`src/verilog/pcs_pkg.sv`:
```
/*
 pump cascade staging: shared constants, encodings and timing counts.
 assumes a 10 MHz system clock; delays, flags and run hours run on a slow control tick.
*/
//
// Behaviour
// state word holds master, on, auto, ready per motor; motor 1 lowest.
// master moves between motors only in the rotating-master mains variant.
// on flag set only when cascade automation itself connected that motor.
// auto flag mirrors an automatic operating setting, not actual running.
// ready flag comes from that motor's dedicated ready input.
// run-hour counter per motor advances only in auto under cascade control.
// pump count 1 to 4 limits which motors may be staged.
// fixed-master mains variant: master outside motor change, count is slaves.
// rotating variants pick master by least run hours; count is all pumps.
// selector use 0 ignores ready inputs, 1 evaluates them per motor.
// with selectors used, only ready motors are connected or disconnected.
// manual-off motor is not ready and never picked for connection.
// manual-on motor is not ready and excluded from automatic connection.
// manually switched-on motor never accumulates run hours.
// per-motor setting 1 auto, 2 forced on, 3 forced off, like selector.
// criterion 1 derives requests from the process controller deviation.
// criterion 2 compares output frequency with per-pump on and off levels.
// mains variants: first selection closes master output contactor, then lines.
// inverter variant: slaves get run command and frequency reference.
// requests are delayed before acting to ride out short fluctuations.
// connect delay 30 s; request dropping first restarts without connecting.
// after a connection, disconnection blocked 10 s; connections still allowed.
// flags and hours update on a control tick; reset clears all flags.

`default_nettype none

package pcs_pkg;

   // ************************************
   // encodings
   // ************************************
   localparam logic [1:0] VAR_OFF = 2'h0;
   localparam logic [1:0] VAR_MAINS_FIXED = 2'h1;
   localparam logic [1:0] VAR_MAINS_ROT = 2'h2;
   localparam logic [1:0] VAR_INVERTER = 2'h3;
   localparam logic [1:0] OP_AUTO = 2'h1;
   localparam logic [1:0] OP_ON = 2'h2;
   localparam logic [1:0] OP_OFF = 2'h3;
   localparam logic [1:0] CRIT_PID = 2'h1;
   localparam logic [1:0] CRIT_FREQ = 2'h2;
   localparam logic SEL_IGNORED = 1'b0;
   localparam logic SEL_USED = 1'b1;

   // ************************************
   // state word layout
   // ************************************
   localparam int MOTORS = 4;
   localparam int FLAGS_PER_MOTOR = 4;
   localparam int FLAG_MASTER = 0;
   localparam int FLAG_ON = 1;
   localparam int FLAG_AUTO = 2;
   localparam int FLAG_READY = 3;
   localparam logic [15:0] STATE_RESET = 16'h0000;
   localparam logic [2:0] PUMP_COUNT_MIN = 3'h1;
   localparam logic [2:0] PUMP_COUNT_MAX = 3'h4;

   // ************************************
   // timing
   // ************************************
   localparam int CLOCK_PERIOD_NS = 100;
   localparam int TICK_PERIOD_NS = 100_000_000;
   localparam int TICK_CYCLES = TICK_PERIOD_NS / CLOCK_PERIOD_NS;
   localparam int TICKS_PER_S = 1_000_000_000 / TICK_PERIOD_NS;
   localparam int TICKS_PER_HOUR = 3600 * TICKS_PER_S;
   localparam int CONNECT_DELAY_S = 30;
   localparam int DISCONNECT_DELAY_S = 30;
   localparam int MIN_CHANGEOVER_S = 10;

   typedef enum logic [1:0] {ST_IDLE, ST_SELECT, ST_RUN} pcs_state_t;

endpackage : pcs_pkg

`default_nettype wire

```
`src/verilog/pcs_delay_timer.sv`:
```
/*
 request delay timer: counts control ticks while a request stands.
 assumes tick_in is a one-cycle pulse from the same clock.
*/
`timescale 1ns/10ps
`default_nettype none

module pcs_delay_timer #(
   parameter int W = 16
)(
   // clock and control
   input wire logic clock_in,
   input wire logic rst_b_in,
   input wire logic clk_en_in,
   input wire logic tick_in,
   // request
   input wire logic req_in,
   input wire logic [W-1:0] delay_in,
   output logic fire_out
);

   logic [W-1:0] cnt;
   wire [W-1:0] cnt_inc = cnt + 1'b1;

   if (W < 2)
   begin : g_bad
      $error("pcs_delay_timer: W too small");
   end

   // fires on the tick that completes the delay
   assign fire_out = req_in & tick_in & (cnt_inc >= delay_in);

   always_ff @(posedge clock_in or negedge rst_b_in)
   begin
      if (!rst_b_in)
         cnt <= '0;
      else if (clk_en_in)
      begin
         if (!req_in)
            cnt <= '0;
         else if (tick_in)
            cnt <= fire_out ? '0 : cnt_inc;
      end
   end
endmodule : pcs_delay_timer

`default_nettype wire

```
`src/verilog/pcs_staging.sv`:
```
/*
 pump cascade staging in the master drive: state word, run hours,
 motor selection and contactor or slave inverter commands.
 assumes all inputs synchronous to clock_in; deviation is signed percent.
*/
`timescale 1ns/10ps
`default_nettype none

module pcs_staging #(
   parameter int TICK_CYCLES = pcs_pkg::TICK_CYCLES,
   parameter int TICKS_PER_HOUR = pcs_pkg::TICKS_PER_HOUR,
   parameter int CONNECT_DELAY_S = pcs_pkg::CONNECT_DELAY_S,
   parameter int DISCONNECT_DELAY_S = pcs_pkg::DISCONNECT_DELAY_S,
   parameter int MIN_CHANGEOVER_S = pcs_pkg::MIN_CHANGEOVER_S,
   parameter int HOURS_W = 16,
   parameter int FREQ_W = 9,
   parameter int DEV_W = 8
)(
   // clock, reset, enable
   input wire logic clock_in,
   input wire logic rst_b_in,
   input wire logic clk_en_in,
   // configuration
   input wire logic [1:0] cascade_variant_select_in,
   input wire logic [2:0] installed_pump_count_in,
   input wire logic selector_use_in,
   input wire logic [1:0] op_setting_motor_one_in,
   input wire logic [1:0] op_setting_motor_two_in,
   input wire logic [1:0] op_setting_motor_three_in,
   input wire logic [1:0] op_setting_motor_four_in,
   input wire logic [1:0] staging_criterion_in,
   input wire logic [DEV_W-2:0] deviation_limit_in,
   input wire logic [4*FREQ_W-1:0] connect_level_in,
   input wire logic [4*FREQ_W-1:0] disconnect_level_in,
   input wire logic master_change_req_in,
   // process and selector inputs
   input wire logic signed [DEV_W-1:0] pid_deviation_in,
   input wire logic [FREQ_W-1:0] output_freq_in,
   input wire logic [3:0] motor_ready_in,
   // state and run hours
   output logic [15:0] drive_group_state_out,
   output logic [HOURS_W-1:0] run_hours_motor_one_out,
   output logic [HOURS_W-1:0] run_hours_motor_two_out,
   output logic [HOURS_W-1:0] run_hours_motor_three_out,
   output logic [HOURS_W-1:0] run_hours_motor_four_out,
   // contactor and slave commands
   output logic fixed_master_contactor_out,
   output logic [3:0] inv_contactor_out,
   output logic [3:0] line_contactor_out,
   output logic [3:0] slave_run_out,
   output logic [FREQ_W-1:0] slave_freq_ref_out
);

   // ************************************
   // sizes and checks
   // ************************************
   localparam int TCW = $clog2(TICK_CYCLES + 1) + 1;
   localparam int HSW = $clog2(TICKS_PER_HOUR + 1) + 1;
   localparam int TW = 16;

   if (TICK_CYCLES < 1 || TICKS_PER_HOUR < 1 || HOURS_W < 2 || FREQ_W < 2 || DEV_W < 2)
   begin : g_bad_size
      $error("pcs_staging: width or count parameter out of range");
   end

   if (CONNECT_DELAY_S < 0 || DISCONNECT_DELAY_S < 0 || MIN_CHANGEOVER_S < 0
       || (CONNECT_DELAY_S + DISCONNECT_DELAY_S + MIN_CHANGEOVER_S)
          * pcs_pkg::TICKS_PER_S > 65535)
   begin : g_bad_delay
      $error("pcs_staging: delay does not fit the tick counters");
   end

   // ************************************
   // helpers
   // ************************************
   function automatic logic [TW-1:0] sec_to_ticks(input int sec);
      return TW'(sec * pcs_pkg::TICKS_PER_S);
   endfunction : sec_to_ticks

   function automatic logic [2:0] clamp_count(input logic [2:0] n);
      logic [2:0] r;
      r = n;
      if (n < pcs_pkg::PUMP_COUNT_MIN)
         r = pcs_pkg::PUMP_COUNT_MIN;
      else if (n > pcs_pkg::PUMP_COUNT_MAX)
         r = pcs_pkg::PUMP_COUNT_MAX;
      return r;
   endfunction : clamp_count

   function automatic logic [1:0] first_set(input logic [3:0] v);
      logic [1:0] r;
      r = 2'h0;
      for (int i = 3; i >= 0; i--)
         if (v[i])
            r = 2'(i);
      return r;
   endfunction : first_set

   function automatic logic [1:0] last_set(input logic [3:0] v);
      logic [1:0] r;
      r = 2'h0;
      for (int i = 0; i < 4; i++)
         if (v[i])
            r = 2'(i);
      return r;
   endfunction : last_set

   function automatic logic [1:0] least_hours(input logic [4*HOURS_W-1:0] h,
                                              input logic [3:0] ok);
      logic [1:0] best;
      logic [HOURS_W-1:0] best_h;
      logic found;
      best = 2'h0;
      best_h = '1;
      found = 1'b0;
      for (int i = 0; i < 4; i++)
         if (ok[i] && (!found || h[i*HOURS_W +: HOURS_W] < best_h))
         begin
            best = 2'(i);
            best_h = h[i*HOURS_W +: HOURS_W];
            found = 1'b1;
         end
      return best;
   endfunction : least_hours

   localparam logic [TW-1:0] CONN_TICKS = sec_to_ticks(CONNECT_DELAY_S);
   localparam logic [TW-1:0] DROP_TICKS = sec_to_ticks(DISCONNECT_DELAY_S);
   localparam logic [TW-1:0] CHG_TICKS = sec_to_ticks(MIN_CHANGEOVER_S);

   // ************************************
   // control tick
   // ************************************
   logic [TCW-1:0] tick_cnt;
   wire tick = (tick_cnt == TCW'(TICK_CYCLES - 1));

   always_ff @(posedge clock_in or negedge rst_b_in)
   begin
      if (!rst_b_in)
         tick_cnt <= '0;
      else if (clk_en_in)
         tick_cnt <= tick ? '0 : tick_cnt + 1'b1;
   end

   // ************************************
   // per-motor decode
   // ************************************
   pcs_pkg::pcs_state_t st;
   logic [3:0] on_r;
   logic [1:0] master_idx;
   logic master_valid;
   logic [TW-1:0] block_cnt;
   logic [HOURS_W-1:0] hours [4];
   logic [HSW-1:0] sub_hours [4];
   logic [1:0] op [4];
   logic [4*HOURS_W-1:0] hours_flat;
   logic [3:0] auto_m, ready_m, forced_on, usable, in_range, is_master;
   logic [3:0] can_conn, can_drop, counting;
   logic [15:0] next_word;

   wire [1:0] variant = cascade_variant_select_in;
   wire [2:0] pump_count = clamp_count(installed_pump_count_in);
   wire mains_fixed = (variant == pcs_pkg::VAR_MAINS_FIXED);
   wire mains_rot = (variant == pcs_pkg::VAR_MAINS_ROT);
   wire inv_var = (variant == pcs_pkg::VAR_INVERTER);
   wire sel_used = (selector_use_in == pcs_pkg::SEL_USED);

   assign op[0] = op_setting_motor_one_in;
   assign op[1] = op_setting_motor_two_in;
   assign op[2] = op_setting_motor_three_in;
   assign op[3] = op_setting_motor_four_in;

   for (genvar gi = 0; gi < 4; gi++)
   begin : g_m
      assign auto_m[gi] = (op[gi] == pcs_pkg::OP_AUTO);
      assign forced_on[gi] = (op[gi] == pcs_pkg::OP_ON);
      assign ready_m[gi] = sel_used & motor_ready_in[gi];
      // with selectors used, manual positions drop the ready input, so both fall out here
      assign usable[gi] = auto_m[gi] & (!sel_used | motor_ready_in[gi]);
      assign in_range[gi] = (3'(gi) < pump_count);
      assign is_master[gi] = master_valid & (master_idx == 2'(gi)) & !mains_fixed;
      assign can_conn[gi] = usable[gi] & in_range[gi] & !on_r[gi] & !is_master[gi];
      assign can_drop[gi] = usable[gi] & on_r[gi];
      assign counting[gi] = auto_m[gi] & (on_r[gi] | is_master[gi]);
      assign hours_flat[gi*HOURS_W +: HOURS_W] = hours[gi];
      assign next_word[gi*4 + pcs_pkg::FLAG_MASTER] = is_master[gi];
      assign next_word[gi*4 + pcs_pkg::FLAG_ON] = on_r[gi];
      assign next_word[gi*4 + pcs_pkg::FLAG_AUTO] = auto_m[gi];
      assign next_word[gi*4 + pcs_pkg::FLAG_READY] = ready_m[gi];

      // run-hour counters, one hour per TICKS_PER_HOUR ticks
      wire hour_done = (sub_hours[gi] == HSW'(TICKS_PER_HOUR - 1));

      always_ff @(posedge clock_in or negedge rst_b_in)
      begin
         if (!rst_b_in)
         begin
            sub_hours[gi] <= '0;
            hours[gi] <= '0;
         end
         else if (clk_en_in && tick && counting[gi])
         begin
            sub_hours[gi] <= hour_done ? '0 : sub_hours[gi] + 1'b1;
            if (hour_done)
               hours[gi] <= hours[gi] + 1'b1;
         end
      end

   end

   // ************************************
   // staging requests
   // ************************************
   wire [1:0] conn_pick = first_set(can_conn);
   wire [1:0] drop_pick = last_set(can_drop);
   wire [1:0] master_pick = least_hours(hours_flat, usable & in_range);
   wire any_conn = |can_conn;
   wire any_drop = |can_drop;
   wire any_master = |(usable & in_range);
   wire signed [DEV_W-1:0] lim_s = $signed({1'b0, deviation_limit_in});
   wire dev_hi = (pid_deviation_in >= lim_s);
   wire dev_lo = (pid_deviation_in <= -lim_s);
   wire [FREQ_W-1:0] on_level = connect_level_in[conn_pick*FREQ_W +: FREQ_W];
   wire [FREQ_W-1:0] off_level = disconnect_level_in[drop_pick*FREQ_W +: FREQ_W];
   wire freq_hi = (output_freq_in >= on_level);
   wire freq_lo = (output_freq_in <= off_level);
   wire crit_pid = (staging_criterion_in == pcs_pkg::CRIT_PID);
   wire crit_freq = (staging_criterion_in == pcs_pkg::CRIT_FREQ);
   wire running = (st == pcs_pkg::ST_RUN);
   wire conn_req = running & any_conn & ((crit_pid & dev_hi) | (crit_freq & freq_hi));
   wire drop_req = running & any_drop & ((crit_pid & dev_lo) | (crit_freq & freq_lo));
   wire conn_fire;
   wire drop_fire;
   wire drop_ok = (block_cnt == '0);
   wire do_conn = clk_en_in & conn_fire;
   wire do_drop = clk_en_in & drop_fire & drop_ok & !do_conn;

   // both requests wait out their delay before anything switches
   pcs_delay_timer #(
      .W(TW)
   ) u_conn_timer (
      .clock_in(clock_in),
      .rst_b_in(rst_b_in),
      .clk_en_in(clk_en_in),
      .tick_in(tick),
      .req_in(conn_req),
      .delay_in(CONN_TICKS),
      .fire_out(conn_fire)
   );

   pcs_delay_timer #(
      .W(TW)
   ) u_drop_timer (
      .clock_in(clock_in),
      .rst_b_in(rst_b_in),
      .clk_en_in(clk_en_in),
      .tick_in(tick),
      .req_in(drop_req),
      .delay_in(DROP_TICKS),
      .fire_out(drop_fire)
   );

   // ************************************
   // staging state machine
   // ************************************
   pcs_pkg::pcs_state_t next_st;
   logic [3:0] next_on;
   logic [1:0] next_master_idx;
   logic next_master_valid;

   always_comb
   begin
      next_st = st;
      next_on = on_r;
      next_master_idx = master_idx;
      next_master_valid = master_valid;
      case (st)
         pcs_pkg::ST_IDLE:
         begin
            next_on = 4'h0;
            next_master_valid = 1'b0;
            if (variant != pcs_pkg::VAR_OFF)
               next_st = pcs_pkg::ST_SELECT;
         end
         pcs_pkg::ST_SELECT:
         begin
            next_on = 4'h0;
            if (variant == pcs_pkg::VAR_OFF)
               next_st = pcs_pkg::ST_IDLE;
            else if (mains_fixed)
            begin
               next_master_valid = 1'b0;
               next_st = pcs_pkg::ST_RUN;
            end
            else if (tick && any_master)
            begin
               next_master_idx = master_pick;
               next_master_valid = 1'b1;
               next_st = pcs_pkg::ST_RUN;
            end
         end
         pcs_pkg::ST_RUN:
         begin
            if (variant == pcs_pkg::VAR_OFF)
               next_st = pcs_pkg::ST_IDLE;
            // only the rotating mains variant may hand the master on
            else if (mains_rot && master_change_req_in && on_r == 4'h0)
               next_st = pcs_pkg::ST_SELECT;
            else
            begin
               if (do_conn)
                  next_on[conn_pick] = 1'b1;
               if (do_drop)
                  next_on[drop_pick] = 1'b0;
               if (tick)
                  next_on = next_on & usable & in_range & ~is_master;
            end
         end
         default:
            next_st = pcs_pkg::ST_IDLE;
      endcase
   end

   always_ff @(posedge clock_in or negedge rst_b_in)
   begin
      if (!rst_b_in)
      begin
         st <= pcs_pkg::ST_IDLE;
         on_r <= 4'h0;
         master_idx <= 2'h0;
         master_valid <= 1'b0;
      end
      else if (clk_en_in)
      begin
         st <= next_st;
         on_r <= next_on;
         master_idx <= next_master_idx;
         master_valid <= next_master_valid;
      end
   end

   // changeover hold: reloads on every connection
   always_ff @(posedge clock_in or negedge rst_b_in)
   begin
      if (!rst_b_in)
         block_cnt <= '0;
      else if (do_conn && running)
         block_cnt <= CHG_TICKS;
      else if (clk_en_in && tick && !drop_ok)
         block_cnt <= block_cnt - 1'b1;
   end

   // ************************************
   // outputs
   // ************************************
   wire mains = mains_fixed | mains_rot;
   wire [3:0] auto_on = on_r & usable;
   wire [3:0] next_line = mains ? ((auto_on | forced_on) & ~is_master) : 4'h0;
   wire [3:0] next_inv = (mains_rot && running) ? is_master : 4'h0;
   wire [3:0] next_slave = inv_var ? (auto_on | forced_on | is_master) : 4'h0;
   wire next_fixed = mains_fixed & running;

   always_ff @(posedge clock_in or negedge rst_b_in)
   begin
      if (!rst_b_in)
      begin
         drive_group_state_out <= pcs_pkg::STATE_RESET;
         line_contactor_out <= 4'h0;
         inv_contactor_out <= 4'h0;
         slave_run_out <= 4'h0;
         fixed_master_contactor_out <= 1'b0;
         slave_freq_ref_out <= '0;
      end
      else if (clk_en_in)
      begin
         if (tick)
            drive_group_state_out <= next_word;
         line_contactor_out <= next_line;
         inv_contactor_out <= next_inv;
         slave_run_out <= next_slave;
         fixed_master_contactor_out <= next_fixed;
         slave_freq_ref_out <= inv_var ? output_freq_in : '0;
      end
   end

   assign run_hours_motor_one_out = hours[0];
   assign run_hours_motor_two_out = hours[1];
   assign run_hours_motor_three_out = hours[2];
   assign run_hours_motor_four_out = hours[3];

   // ************************************
   // checks
   // ************************************
   wire [3:0] w_master = {drive_group_state_out[12], drive_group_state_out[8],
                          drive_group_state_out[4], drive_group_state_out[0]};
   wire [3:0] w_on = {drive_group_state_out[13], drive_group_state_out[9],
                      drive_group_state_out[5], drive_group_state_out[1]};
   wire [3:0] w_auto = {drive_group_state_out[14], drive_group_state_out[10],
                        drive_group_state_out[6], drive_group_state_out[2]};
   wire [3:0] w_ready = {drive_group_state_out[15], drive_group_state_out[11],
                         drive_group_state_out[7], drive_group_state_out[3]};
endmodule : pcs_staging

`default_nettype wire

```
`config.mk`:
```
export PLATFORM = sky130hd
export DESIGN_NAME = pcs_staging
export DESIGN_NICKNAME = d
export VERILOG_FILES = /design/src/verilog/pcs_pkg.sv /design/src/verilog/pcs_delay_timer.sv /design/src/verilog/pcs_staging.sv
export SDC_FILE = /design/constraint.sdc
export NUM_CORES = 1
export LEC_CHECK = 0
export BUFFER_PORTS_ARGS = -buffer_cell sky130_fd_sc_hd__buf_2
export CAP_MARGIN = 10
export CORE_AREA = 2 2 233 143
export DETAILED_ROUTE_END_ITERATION = 7
export DIE_AREA = 0 0 235 145
export GPL_TIMING_DRIVEN = 0
export PLACE_DENSITY_LB_ADDON = 0.25
export SYNTH_ARGS = -nofsm -noshare
export SYNTH_HDL_FRONTEND = slang
export SYNTH_HIERARCHICAL = 1
export SYNTH_SLANG_ARGS = --single-unit
```
`constraint.sdc`:
```
create_clock -name clock_in -period 8.08 [get_ports clock_in]
set_input_delay 0.404 -clock clock_in [delete_from_list [all_inputs] [get_ports clock_in]]
set_output_delay 0.404 -clock clock_in [all_outputs]
set_load 0.005 [all_outputs]
```
* Yosys cells after proc, flatten, opt, wreduce, memory -nomap -nowiden
Cells that the tools add are included.
Operators by class: $add $sub $neg 13, $mul 2, order comparisons 19, equality and inequality tests 32, shift operators 2, muxes and demuxes 62, bitwise gates (word level) 78, reductions and logical operators 58
Operators by type and width (count):
- $mux W16 | 11
- $add A16 B1 Y16 const B | 6
- $shiftx A36 B7 Y9 | 2
- $add A17 B1 Y17 const B | 4
- $eq A17 B16 Y1 const B | 4
- $mux W17 | 4
- $mux W4 | 14
- $and A1 B1 Y1 | 53
- $lt A16 B16 Y1 | 3
- $ge A16 B9 Y1 const B | 2
- $and A4 B4 Y4 | 7
- $mux W2 | 14
- $add A21 B1 Y21 const B | 1
- $eq A21 B20 Y1 const B | 1
- $mux W21 | 1
- $eq A2 B2 Y1 const B | 10
- $eq A2 B1 Y1 const B | 8
- $logic_and A1 B1 Y1 | 16
- $logic_not A16 Y1 | 1
- $sub A16 B1 Y16 const B | 1
- $logic_not A1 Y1 | 15
- $reduce_and A2 Y1 | 7
- $mul A2 B4 Y6 const B | 2
- $ne A2 B2 Y1 const B | 6
- 33 further kinds | 73
Storage, ports and cells: register bits 248, input bits 120, output and inout bits 102

* Logic depth before layout (Yosys ltp)
depth after elaboration 36, gate-level depth with buffers 33

* By module
Netlist, hierarchy kept.
Modules (own cells, without submodules):
- pcs_staging | instances 1, cells an instance 1409, area each 13067.5 µm²
- pcs_delay_timer | instances 2, cells an instance 160, area each 1378.8 µm²

* Worst setup path after synthesis
Ideal clock, no wire load.
kind input to register, start input port selector_use_in, end register master_idx[1], arrival time 6841 ps, required time 7993 ps, path slack 1152 ps, stages on the path 32, cells stage by stage clkbuf_1 > nand2b_1 > nand2_1 > clkbuf_1 > clkbuf_1 > nor2_1 > ha_1 > a21oi_1 > nand2_1 > a221oi_1 > o21ai_0 > a21oi_1 > buf_2 > mux2_2 > ha_1 > and4_1 > a21o_1 > o211ai_1 > o211ai_1 > nor2_1 > a31oi_2 > buf_2 > mux2_2 > ha_1 > a21oi_1 > nor2_1 > o31a_1 > o21ai_0 > a21oi_1 > nor4_1 > o41ai_1 > o211ai_1
On the way: cells in the longest elaborated chain, start to end 17, elaborated cells between the ends (all ways) 33, those cells by class order compare (3); mux (8); bitwise (9); reduce/logical (13)
Ends and longest elaborated chain:
- from (decl) | RTL line pcs_staging.sv:26 | input wire logic selector_use_in,
- $logic_not A1 Y1 * | RTL line pcs_staging.sv:178 | assign usable[gi] = auto_m[gi] & (!sel_used | motor_ready_in[gi]);
- $or A1 B1 Y1 | RTL line pcs_staging.sv:178
- $and A1 B1 Y1 | RTL line pcs_staging.sv:178
- $and A4 B4 Y4 * | RTL line pcs_staging.sv:215, pcs_staging.sv:218
- $mux W16 / $mux W1 (equally long branches) | RTL line pcs_staging.sv:117 | if (ok[i] && (!found || h[i*HOURS_W +: HOURS_W] < best_h))
- $lt A16 B16 Y1 / $logic_not A1 Y1 (equally long branches) | RTL line pcs_staging.sv:117
- $logic_or A1 B1 Y1 | RTL line pcs_staging.sv:117
- $logic_and A1 B1 Y1 | RTL line pcs_staging.sv:117
- $mux W16 / $mux W1 (equally long branches) | RTL line pcs_staging.sv:117
- $lt A16 B16 Y1 / $logic_not A1 Y1 (equally long branches) | RTL line pcs_staging.sv:117
- $logic_or A1 B1 Y1 | RTL line pcs_staging.sv:117
- $logic_and A1 B1 Y1 | RTL line pcs_staging.sv:117
- $mux W16 / $mux W1 (equally long branches) | RTL line pcs_staging.sv:117
- $lt A16 B16 Y1 / $logic_not A1 Y1 (equally long branches) | RTL line pcs_staging.sv:117
- $logic_or A1 B1 Y1 | RTL line pcs_staging.sv:117
- $logic_and A1 B1 Y1 | RTL line pcs_staging.sv:117
- $mux W2 | RTL line pcs_staging.sv:117
- to (signal assigned) | RTL line pcs_staging.sv:336 | master_idx <= next_master_idx;
- to (decl) | RTL line pcs_staging.sv:149 | logic [1:0] master_idx;
Every way passes the cells marked *; elsewhere a longest branch is shown, timed or not. A chain may end at the register's enable or synchronous reset.

* Worst setup path in the final report
Ends and elaborated chain as after synthesis.

==> impl_results.md <==
- Total Routing Usage GR: 26.5%
- Reg power frac: 45.7%
- Largest net degree at the start of global routing: 103
- Asr flop ratio synth: 100%
- Placement Setup Slack: -564 ps
- Reg-to-reg startpoint: run_hours_motor_one_out[6]$_DFFE_PN0P_
- Fillers: 2809
- Mapped cell area: 15800 µm²
- Die X: 235 µm
- CTS tree: done
- #FFs+latches synth: 248
- Worst endpoint required time: 8560 ps
- # IOs: 222
- Worst flop-to-flop path endpoint: master_idx[1]$_DFFE_PN0P_
- Drt total wl: 45800 µm
- CP Class: input pin to flip-flop
- Initial Utilization: 49.5%
- Max-Cap Viols: 0
- Wire per inst: 18.6 µm
- Bufs and invs on worst path: 6
- Synth unique cells: 77
- Number of buffers added on ports: 220
- Area Growth Syn to Fin: 17.4%
- Post-Synthesis Cells: 1729
- Worst hold start: output_freq_in[0]
- Drt first pass iters: 6
- Clk buf depth: 3
- Fmax achieved: 0.134 GHz
- Root Buffer Master: clkbuf_16
- Die Area: 34100 µm²
- Initial DRC count: 1386
- Post-route clock period utilization: 92.5%
- Reg area: 6210 µm²
- Main synth FF type: dfrtp_1
- Final nets: 2256
- Final setup margin: 610 ps
- Crit. End Element: flip-flop
- Post-synth EDFFs: 0
- Routed Antenna Nets: 0
- Worst skew pair latency: 570 ps
- Gate power share: 11.2%
- Ratio of cells with drive above 1 in the final layout: 17.1%
- Startpoint Class: input pin
- Largest stage delay on the critical path: 420 ps
- Worst-case reg-to-reg path depth: 29
- Int Power: 2.05 mW
- Worst Skew: 29.9 ps
- Hpwl dp: 35600 µm
- Clock Sinks: 248
- CP Data Arrival Time: 7950 ps
- R2R setup slack: 1530 ps
- Family with the most delay on the worst path: compound AO/OA/AOI/OAI gates
- Final min period: 7470 ps
- Setup crit start: selector_use_in
- Worst Path Max Fanout: 10
- Most frequent cells in the layout: 248 x dfrtp_1, 228 x buf_2, 195 x nand2_1
- Slew Limit Headroom: 39.9%
- Final setup vio count: 0
- Syn Area/Cell: 9.15 µm²
- Clk pwr share: 43.1%
- Hold_ws: 128 ps
- Core ar.: 32000 µm²
- Clock transition at the registers of the reported paths: 70 ps
- HP Class: input pin to flip-flop
- Area of the multi-input gates: 9210 µm²
- DR vias/cell: 5.70
- Worst Setup EP: master_idx[1]$_DFFE_PN0P_
- Power Dens Cells: 151 nW/µm²
- Final hold violations: 0
- Unrepaired setup endpoints after global routing: false
- Worst path depth: 33
- Status: completed
- CP max-delay cell: mux2_2
- Vias in the first global route: 13100
- Final Max Tran Viols: 0
- First-pass GRT wire length: 72700 µm
- H-tree depth: 1
- Die height: 145 µm
- Leading cell type in the layout, fill and taps excluded: dfrtp_1
- Row cnt: 51
- Total number of vias: 14100
- DRC: 0
- Num CTS Buffers: 25
- Antenna violations before repair: 15
- Placer Congestion: 0.953
- Core Util, Final: 58.1%
- GRT overflow: 0
- Sw Share: 27.0%
- Worst Tran Pin Value: 896 ps
- Sw power: 759 µW
- YS warnings: 6
- Post-synthesis sequential area ratio: 39.2%
- Leakage Power: 9.10 nW
- Peak supply drop: 0.137 mV
[metal layers]
layer / track usage [%] / vias up / part of all wire [%]
li1: - / 6696 / -
met1: 40.7 / 6785 / 48
met2: 37.7 / 498 / 42
met3: 3.96 / 82 / 6.9
met4: 9.46 / 0 / 3.2
met5: 0 / - / 0
[logic make-up (layout without fill, tap and decap cells)]
group | count (synthesis) | count (layout) | share of synthesized area (%)
compound gates | 314 | 314 | 13.2
xor+xnor | 168 | 168 | 9.39
fa+ha+maj | 124 | 124 | 9.80
buf+inv | 146 | 418 | 3.53
flops | 248 | 248 | 39.2
mux | 34 | 34 | 2.32
other cells | 2 | 44 | 0.0475
simple gates | 693 | 693 | 22.5
[power groups by stage]
stage | sequential (mW) | combinational [mW] | clock, mW
6_report | 1.28 | 0.315 | 1.21
5_1_grt | 1.29 | 0.355 | 1.28
4_1_cts | 1.28 | 0.309 | 1.24
3_5_place_dp | 1.31 | 0.307 | 0
3_3_place_gp | 1.31 | 0.294 | 0
2_1_floorplan | 1.30 | 0.179 | 0
[sequential cells by signal, summed over array words and instances (netlist names), 2 cells and up]
register,count
inv_contactor_out,4
run_hours_motor_three_out,16
master_idx,2
block_cnt,16
slave_run_out,4
drive_group_state_out,16
run_hours_motor_one_out,16
on_r,4
u_conn_timer/cnt,16
run_hours_motor_two_out,16
sub_hours,68
run_hours_motor_four_out,16
tick_cnt,21
st,2
line_contactor_out,4
slave_freq_ref_out,9
u_drop_timer/cnt,16
[tightest hold or removal path, stage by stage]
cell	delay (ps)
buf_2	110
nand2_1	60
o2bb2ai_1	70
[area by class of cell]
cell class                 count  share of cell area [%]
inverter                     101                    2.04
antenna                       12                   0.162
timing repair buffer         226                    6.47
clock buffer                  27                    3.52
clock inverter                19                    1.02
buffer                        45                   0.983
sequential                   248                    33.4
tap                          424                    2.86
multi-input combinational   1365                    49.5
[metrics by stage]
step	total power, mW	cell area, µm²	setup TNS (ps)	cells
after global routing	2.92	18600	0	2466
after detailed placement	1.61	17600	-1100	2405
after global placement	1.60	17600	-893	2403
after CTS	2.83	18500	0	2452
after floorplan	1.48	15900	0	1759
final	2.81	18600	0	2467
[cell usage after synthesis, types with 56 or more instances]
master   instances  area share (%)
nor2_1         143             3.4
xnor2_1        110             6.1
dfrtp_1        248              39
inv_1          101             2.4
xor2_1          56             3.1
o21ai_0         75             2.4
nand4_1         56             2.2
nand3_1         83             2.6
nand2_1        195             4.6
ha_1           124             9.8
a21oi_1         74             2.3
[timing repair]
item | 4_1_cts | 5_1_grt
setup buffers | 0 | 2
hold buffers | 1 | 0
gates resized for setup | 1 | 9
setup endpoints to repair | 1 | 2
pin swaps | 0 | 1
hold endpoints to repair | 74 | 0
[worst min-delay path by stage]
stage	end	slack [ps]	cells past startpoint
global placement	drive_group_state_out[1]$_DFFE_PN0P_	450	2
CTS	slave_freq_ref_out[0]$_DFFE_PN0P_	110	3
finish	slave_freq_ref_out[0]$_DFFE_PN0P_	130	3
detailed placement	block_cnt[4]$_DFFE_PN0P_	430	1
floorplan	block_cnt[0]$_DFFE_PN0P_	110	0
global route	drive_group_state_out[7]$_DFFE_PN0P_	140	3
(Power assumes the default switching activity.)
